==> src/verilog/ddp_cfg.svh <==
`ifndef DDP_CFG_SVH
`define DDP_CFG_SVH

// Register byte addresses in the core's register space
`define DDP_ADDR_PTR_LO   8'h82
`define DDP_ADDR_PTR_HI   8'h83
`define DDP_ADDR_CTRL     8'h85
`define DDP_ADDR_MODE     8'h86

// Control register fields
`define DDP_CTRL_SEL_BIT  0
`define DDP_CTRL_SWAP_BIT 6
`define DDP_CTRL_RESET    8'h00

// Step mode register fields
`define DDP_MODE_P0_LSB   0
`define DDP_MODE_P1_LSB   2
`define DDP_MODE_RESET    8'h00

// Step mode codes
`define DDP_STEP_HOLD     2'h0
`define DDP_STEP_RSVD     2'h1
`define DDP_STEP_INC      2'h2
`define DDP_STEP_DEC      2'h3

// Answer to a read of an address this block does not own
`define DDP_RD_UNMAPPED   8'h00

`endif

==> src/verilog/ddp_pkg.sv <==
`default_nettype none

package ddp_pkg;

    // Number of pointers, selected and background
    localparam int DDP_NUM_PTR = 2;

    // Whole state of the pointer unit
    typedef struct packed {
        logic [15:0] ptrOne;     // Pointer one value
        logic [15:0] ptrZero;    // Pointer zero value
        logic        ptrSelect;  // 1 selects pointer one
        logic        autoSwap;   // Toggle selection after each move
        logic [3:0]  stepMode;   // Two step fields, zero in low bits
        logic [7:0]  rdData;     // Registered read answer
        logic [15:0] activePtr;  // Copy of the selected pointer
    } ddp_state_t;

endpackage

`default_nettype wire

==> src/verilog/ddp_stepper.sv <==
`default_nettype none
`include "ddp_cfg.svh"

// Post-move step of one pointer; wraps at 16 bits, reserved code holds
module ddp_stepper
    import ddp_pkg::*;
#(
    parameter int WIDTH = 16
) (
    input  wire logic [WIDTH-1:0] curVal,
    input  wire logic [1:0]       mode,
    input  wire logic             stepEn,
    output logic      [WIDTH-1:0] nextVal
);

    // Width must be at least one bit
    if (WIDTH < 1) begin : g_bad_width
        $error("ddp_stepper: WIDTH must be positive");
    end

    // Select the stepped value
    always_comb begin
        nextVal = curVal;
        if (stepEn) begin
            unique case (mode)
                `DDP_STEP_INC: nextVal = curVal + WIDTH'(1);
                `DDP_STEP_DEC: nextVal = curVal - WIDTH'(1);
                default:       nextVal = curVal;
            endcase
        end
    end

endmodule

`default_nettype wire

==> src/verilog/ddp_unit.sv <==
// How it works
// - Reset selects pointer zero at 82h/83h.
// - Select one maps pointer one; other hidden.
// - Auto swap toggles select after each move.
// - Two-bit modes: hold, reserved, increment, decrement.
// - Only selected pointer steps.
// - Only external data moves step or toggle.
// - Move uses current value, then steps, toggles.
// - Control and mode registers reset to zero.
`default_nettype none
`include "ddp_cfg.svh"

module ddp_unit
    import ddp_pkg::*;
(
    input  wire logic       core_clk,
    input  wire logic       rst,
    input  wire logic [7:0] sfrAddr,
    input  wire logic       sfrWrEn,
    input  wire logic [7:0] sfrWrData,
    input  wire logic       sfrRdEn,
    input  wire logic       xdmDone,
    output logic      [7:0] sfrRdData,
    output logic      [15:0] xdmAddr
);

    ddp_state_t stReg;                  // Registered state
    ddp_state_t stNext;                 // Next state
    logic [15:0] ptrCur  [DDP_NUM_PTR]; // Current pointer values
    logic [15:0] ptrStep [DDP_NUM_PTR]; // Values after optional step
    logic [1:0]  ptrMode [DDP_NUM_PTR]; // Step mode of each pointer
    logic        ptrEn   [DDP_NUM_PTR]; // Step enable per pointer
    logic        wrLo;                  // Write to low pointer byte
    logic        wrHi;                  // Write to high pointer byte
    logic        wrCtrl;                // Write to control register
    logic        wrMode;                // Write to mode register

    // Unit is built for exactly two pointers
    if (DDP_NUM_PTR != 2) begin : g_bad_count
        $error("ddp_unit: exactly two pointers are supported");
    end

    // Write decodes
    assign wrLo   = sfrWrEn && (sfrAddr == `DDP_ADDR_PTR_LO);
    assign wrHi   = sfrWrEn && (sfrAddr == `DDP_ADDR_PTR_HI);
    assign wrCtrl = sfrWrEn && (sfrAddr == `DDP_ADDR_CTRL);
    assign wrMode = sfrWrEn && (sfrAddr == `DDP_ADDR_MODE);

    assign ptrCur[0] = stReg.ptrZero;
    assign ptrCur[1] = stReg.ptrOne;

    // One stepper per pointer
    for (genvar i = 0; i < DDP_NUM_PTR; i++) begin : g_ptr
        // Mode field of this pointer
        assign ptrMode[i] = stReg.stepMode[2*i +: 2];
        // Only a move steps, and only the selected pointer
        assign ptrEn[i] = xdmDone && (stReg.ptrSelect == 1'(i));
        ddp_stepper #(
            .WIDTH (16)
        ) u_step (
            .curVal  (ptrCur[i]),
            .mode    (ptrMode[i]),
            .stepEn  (ptrEn[i]),
            .nextVal (ptrStep[i])
        );
    end

    // Next state: move effects first, register writes override
    always_comb begin
        stNext = stReg;
        // Step after the move has used the old value
        stNext.ptrZero = ptrStep[0];
        stNext.ptrOne  = ptrStep[1];
        // Toggle selection after a move when auto swap is on
        if (xdmDone && stReg.autoSwap) begin
            stNext.ptrSelect = ~stReg.ptrSelect;
        end
        // Pointer window reaches only the selected pointer
        if (wrLo) begin
            if (stReg.ptrSelect) begin
                stNext.ptrOne[7:0] = sfrWrData;
            end else begin
                stNext.ptrZero[7:0] = sfrWrData;
            end
        end
        if (wrHi) begin
            if (stReg.ptrSelect) begin
                stNext.ptrOne[15:8] = sfrWrData;
            end else begin
                stNext.ptrZero[15:8] = sfrWrData;
            end
        end
        // Firmware writes of control and mode
        if (wrCtrl) begin
            stNext.ptrSelect = sfrWrData[`DDP_CTRL_SEL_BIT];
            stNext.autoSwap  = sfrWrData[`DDP_CTRL_SWAP_BIT];
        end
        if (wrMode) begin
            stNext.stepMode = sfrWrData[3:0];
        end
        // Read answer, reserved bits as zero
        if (sfrRdEn) begin
            unique case (sfrAddr)
                `DDP_ADDR_PTR_LO: stNext.rdData = stReg.activePtr[7:0];
                `DDP_ADDR_PTR_HI: stNext.rdData = stReg.activePtr[15:8];
                `DDP_ADDR_CTRL: begin
                    stNext.rdData = 8'h00;
                    stNext.rdData[`DDP_CTRL_SEL_BIT]  = stReg.ptrSelect;
                    stNext.rdData[`DDP_CTRL_SWAP_BIT] = stReg.autoSwap;
                end
                `DDP_ADDR_MODE: stNext.rdData = {4'h0, stReg.stepMode};
                default:        stNext.rdData = `DDP_RD_UNMAPPED;
            endcase
        end
        // Address copy follows the selected pointer
        stNext.activePtr = stNext.ptrSelect ? stNext.ptrOne
                                            : stNext.ptrZero;
    end

    // State register, synchronous reset
    always_ff @(posedge core_clk) begin
        if (rst) begin
            stReg <= '0;
        end else begin
            stReg <= stNext;
        end
    end

    // Outputs straight from flops
    assign sfrRdData = stReg.rdData;
    assign xdmAddr   = stReg.activePtr;

    logic ptrWr;  // Any pointer byte write
    assign ptrWr = wrLo || wrHi;
endmodule

`default_nettype wire

==> config.mk <==
export PLATFORM = sky130hd
export DESIGN_NAME = ddp_unit
export DESIGN_NICKNAME = d
export VERILOG_FILES = /design/src/verilog/ddp_pkg.sv /design/src/verilog/ddp_stepper.sv /design/src/verilog/ddp_unit.sv
export VERILOG_INCLUDE_DIRS = /design/src /design/src/verilog
export SDC_FILE = /design/constraint.sdc
export NUM_CORES = 1
export LEC_CHECK = 0
export BUFFER_PORTS_ARGS = -buffer_cell sky130_fd_sc_hd__buf_2
export CAP_MARGIN = 20
export CORE_MARGIN = 3
export CORE_UTILIZATION = 40
export DETAILED_ROUTE_END_ITERATION = 12
export SLEW_MARGIN = 0
export SYNTH_ARGS = -nofsm -noshare
export SYNTH_HDL_FRONTEND = slang
export SYNTH_SLANG_ARGS = --single-unit
==> constraint.sdc <==
create_clock -name core_clk -period 3.19 [get_ports core_clk]
set_input_delay 0 -clock core_clk [delete_from_list [all_inputs] [get_ports core_clk]]
set_output_delay 0 -clock core_clk [all_outputs]
set_load 0.02 [all_outputs]
# Yosys cells after proc, flatten, opt, wreduce, memory -nomap -nowiden
# Cells that the tools add are included.
# word_totals
elab_cells	43
out_inout_bits	24
register_bits	62
in_bits	21
# op_classes
bitwise	1
n_reduce_logical	7
n_mux	16
n_eq_ne	8
n_addsub	4
# op_table
cell	n
8-bit two-way mux	8
16-bit case mux with 2 select lines	2
16-bit two-way mux	3
16-bit by 1-bit adder with 16-bit output, second input constant	2
8-bit equality test, second input constant	4
8-bit case mux with 4 select lines	1
16-bit by 1-bit subtractor with 16-bit output, second input constant	2
2-bit equality test, second input constant	4
1-bit logical AND	7
2-bit two-way mux	1
1-bit two-way mux	1
1-bit inverter	1

# Logic depth before layout (Yosys ltp)
# depth
ltp_word	6
depth_mapped	13
depth_no_buf	10

# By module
# From an unflattened synthesis, not the netlist that was laid out.
# hier_totals
hier_cells	511
hier_area_um2	4142.7
# modules_own_cells
mod	seq_area_each_um2	area_per_inst_um2	n_inst	cells_per_inst
ddp_unit	1241.2	2538.7	1	253
ddp_stepper	0.0	802.0	2	129

# Least setup slack after synthesis
# OpenSTA, ideal clock, no wires.
# synth_path
path_kind	reg2reg
start	register stReg (netlist bit ptrMode[3])
end	register stReg (netlist bit xdmAddr[6])
period_less_slack_ns	2.821
setup_time_ns	0.092
path_stages_with_launch	13
t_required_ns	3.098
path_slack_ns	0.369
n_path_buf	3
t_arrival_ns	2.729
path_cell_list	dfxtp_1 -> clkbuf_1 -> nand2_1 -> clkbuf_1 -> buf_1 -> xnor2_1 -> ha_1 -> o22ai_1 -> mux2_2 -> nor2_1 -> xor2_1 -> nor2_1 -> o32ai_1
# synth_between
elab_chain_cells	6
word_cells_on_any_way	7
classes_between	2 x eq/ne; 5 x mux
# synth_lines
element	line_no	text
start: declaration	ddp_unit.sv:27	ddp_state_t stReg;
start signal: assignment	ddp_unit.sv:125	stReg <= stNext;
2-bit equality test	ddp_stepper.sv:25	unique case (mode)
16-bit case mux with 2 select lines *	ddp_stepper.sv:25	
16-bit two-way mux *	ddp_stepper.sv:24	if (stepEn) begin
8-bit two-way mux	ddp_unit.sv:80	if (stReg.ptrSelect) begin
8-bit two-way mux *	ddp_unit.sv:79	if (wrLo) begin
16-bit two-way mux *	ddp_unit.sv:116	stNext.activePtr = stNext.ptrSelect ? stNext.ptrOne
# Mark *: on every way between the ends. The rest lies on a longest branch, timed or not.
# A chain may end at the register's enable or synchronous reset.

# Worst setup path after layout
# Same ends and word-level chain as after synthesis.

==> results.md <==
- Run status: complete, no violations
- Required time worst endpoint: 3.43 ns
- Layout filler cell count: roughly 1,100
- CP top delay family: compound AO/OA/AOI/OAI gates
- Fin crit period: 2.90 ns
- Slew HR: 58.1%
- First-pass GRT wire length: 22,300 µm
- CP most frequent cell: nor2_1
- Port bufs: 44
- Post-CTS setup buffers: 0
- WP buf/inv: 0
- Final Hold Vio Count: 0
- Syn Area/Cell: between 7 and 8 µm²
- Vias in the first global route: 4,210
- Remaining DRCs: 0
- Syn nets: 617
- Die area: around 0.012 mm²
- Max cap viols: 0
- Core area: between 0.01 and 0.015 mm²
- Cell with the most instances after synthesis: nor2_1
- Wire per inst: 19.3 µm
- Iter 0 DRT Violations: 473
- Critical path type: register to register
- Layout area overhead: 7.71%
- Leak Pwr: 1.81 nW
- Power, Total: 0.00164 W
- VDD IR max: between 0.2 and 0.25 mV
- Cell Area, Synth: ~0.0044 mm²
- Cts hold-fix bufs: 0
- Multi-input gate area: approximately 0.0028 mm²
- Io pins: 45
- Cell Chain, Critical Path: nand2_1, xnor2_1, ha_1, o22ai_1, mux2_2, nor2_1, xor2_1, nor2_1, o32ai_1
- CP peak stage delay: 0.67 ns
- # setup viols final: 0
- Die width: 111 µm
- Layout cell share with drive strength beyond 1: 15.0%
- Row Count: 37
- Cts bufs inserted: 9
- Initial antenna violation count: 0
- Total GRT Usage: 22.3%
- Share of the synthesized area in the top cell type: 28.0%
- Storage element area: 0.00124 mm²
- WL final: 14,100 µm
- Remaining antenna violation count: 0
- Cells after Synth: 593
- Initial Utilization: a little over two fifths
- Final Cycle Share: 91.0%
- CP Data Arrival Time: about 3.2 ns
- Hold Crit Class: input pin to register
- Via-per-instance ratio: between 6 and 7
- Yosys top cell by area: dfxtp_1
- Main synth FF type: dfxtp_1
- Reg2Reg Depth: 9
- Post-DP HPWL: approximately 11,000 µm
- WP depth: 9
- FMAX: 344 MHz
- Synth unique cells: between 60 and 70
- Vias: 4,515
- Fin area: ~0.0048 mm²
- Fin nets: 613
- Post-CTS Resized: 0
- Critical-path top delay cell: dfxtp_1
- H-Tree Depth: 3
- Max Fanout on Critical Path: 11
- Max Buffers Root-to-Sink: 2
- Pre-antenna DRT Iters: 5
- Root Buffer: clkbuf_8
- Worst setup SP type: register
- Die Height: 111 µm
- Top post-synthesis cells by area: dfxtp_1 28%, nor2_1 6.2%, mux2i_1 5.2%, nand2_1 4.2%, buf_4 4.1%
- Ant. Diodes: 0
- Fin. max-slew vios: 0
- Largest net degree at the start of global routing: 30
- Worst-skew pair later-pin latency: 0.35 ns
- Setup_tns: 0 ns
- RSZ-0062 raised after global routing: no
- Most instantiated cells after synthesis: 73 x nor2_1, 62 x dfxtp_1, 50 x nand2_1
- Sequential share of the synthesized area: 28.0%
- Critical Path End Type: register
- Clock skew: 0.00864 ns
- Asr flop ratio synth: 0%
- CTS sink cnt: 62
- Global route total overflow: 0
- Hold WS: ~0.039 ns
- Worst-path clk slew: 0.08 ns
- Post-layout util: roughly 45%
- RePlAce Congestion: 0.938
- Synthesis-stage register bit count: 62
- Worst-Margin Slew: roughly 0.62 ns
- Synth warn: 0
- CTS tree: yes
- DP Area: between 0.004 and 0.005 mm²
- Worst Hold Depth: 3
- Power per cell area: 343 mW/mm²
- EDFF count, synth: 0
[metrics by stage]
stage | cells | setup WS, ns
after floorplan | 593 | 0.369
after global placement | 714 | 0.325
after detailed placement | 714 | 0.354
after CTS | 730 | 0.331
after global routing | 730 | 0.0881
final | 730 | 0.286
[state kept, by name, indices dropped and copies added, names as in the netlist]
register / count
stReg: 2
ptrCur: 32
xdmAddr: 16
ptrMode: 4
sfrRdData: 8
[per-layer routing]
metal | vias to the layer above | GRT usage (%) | wire length, µm
li1 | 2123 | - | -
met1 | 2143 | 30.7 | 6430
met2 | 222 | 34.3 | 6170
met3 | 27 | 4.64 | 1130
met4 | 0 | 8.68 | 391
met5 | - | 0 | 0
[power by group]
part	internal (W)	switching, W	leakage (nW)
registers	0.000776	0.00000358	0.499
logic	0.0000217	0.0000557	1.21
clock network	0.000439	0.000340	0.106
total	0.00124	0.000399	1.81
[area by class of cell]
cell class / count / area share [%]
clock buffers: 10 / 2.68
flip-flops and latches: 62 / 26.0
inverters: 7 / 0.551
clock inverters: 6 / 1.81
repair buffers: 59 / 6.98
multi-input cells: 450 / 58.4
well taps: 136 / 3.57
[tightest hold or removal path: stages]
cell and delay (ns):
buf_2 0.18, mux2i_1 0.10, nor2_1 0.07
[cell families (layout without fill, tap and decap cells)]
group	Yosys count	count (layout)	share of synthesized area [%]
AO/OA/AOI/OAI	136	136	20.3
AND/OR/NAND/NOR	256	256	29.7
multiplexers	28	28	6.72
buffers and inverters	81	82	9.07
XOR/XNOR	27	27	5.34
flip-flops	62	62	28.0
adder cells (fa/ha/maj)	3	3	0.848
[path summary, 6_finish.rpt]
| check | from | slack [ns] | end |
|---|---|---|---|
| setup reg to reg | ptrMode[3]$_SDFFE_PP0P_ | 0.29 | xdmAddr[6]$_SDFF_PP0_ |
| hold reg to reg | sfrRdData[4]$_SDFFE_PP0P_ | 0.50 | sfrRdData[4]$_SDFFE_PP0P_ |
| hold / removal | sfrWrData[2] | 0.04 | ptrMode[0]$_SDFFE_PP0P_ |
| setup / recovery | ptrMode[3]$_SDFFE_PP0P_ | 0.29 | xdmAddr[6]$_SDFF_PP0_ |
[layout by cell type (no fill, tap or decap), types with 5 or more instances in the layout]
cell type / instances
xnor2_1: 14
a21oi_1: 32
a211oi_1: 6
dfxtp_1: 62
o221ai_1: 5
buf_4: 15
nand3_1: 20
clkbuf_8: 9
xor2_1: 13
nand4_1: 10
nor2_1: 73
buf_2: 44
o21ai_0: 30
nor2b_1: 7
and3_1: 6
o22ai_1: 13
o32ai_1: 6
nand3b_1: 5
mux2i_1: 23
nor4_1: 12
inv_1: 7
or3_1: 14
a22oi_1: 10
nor3_1: 21
nand2_1: 50
(Power assumes the default switching activity.)
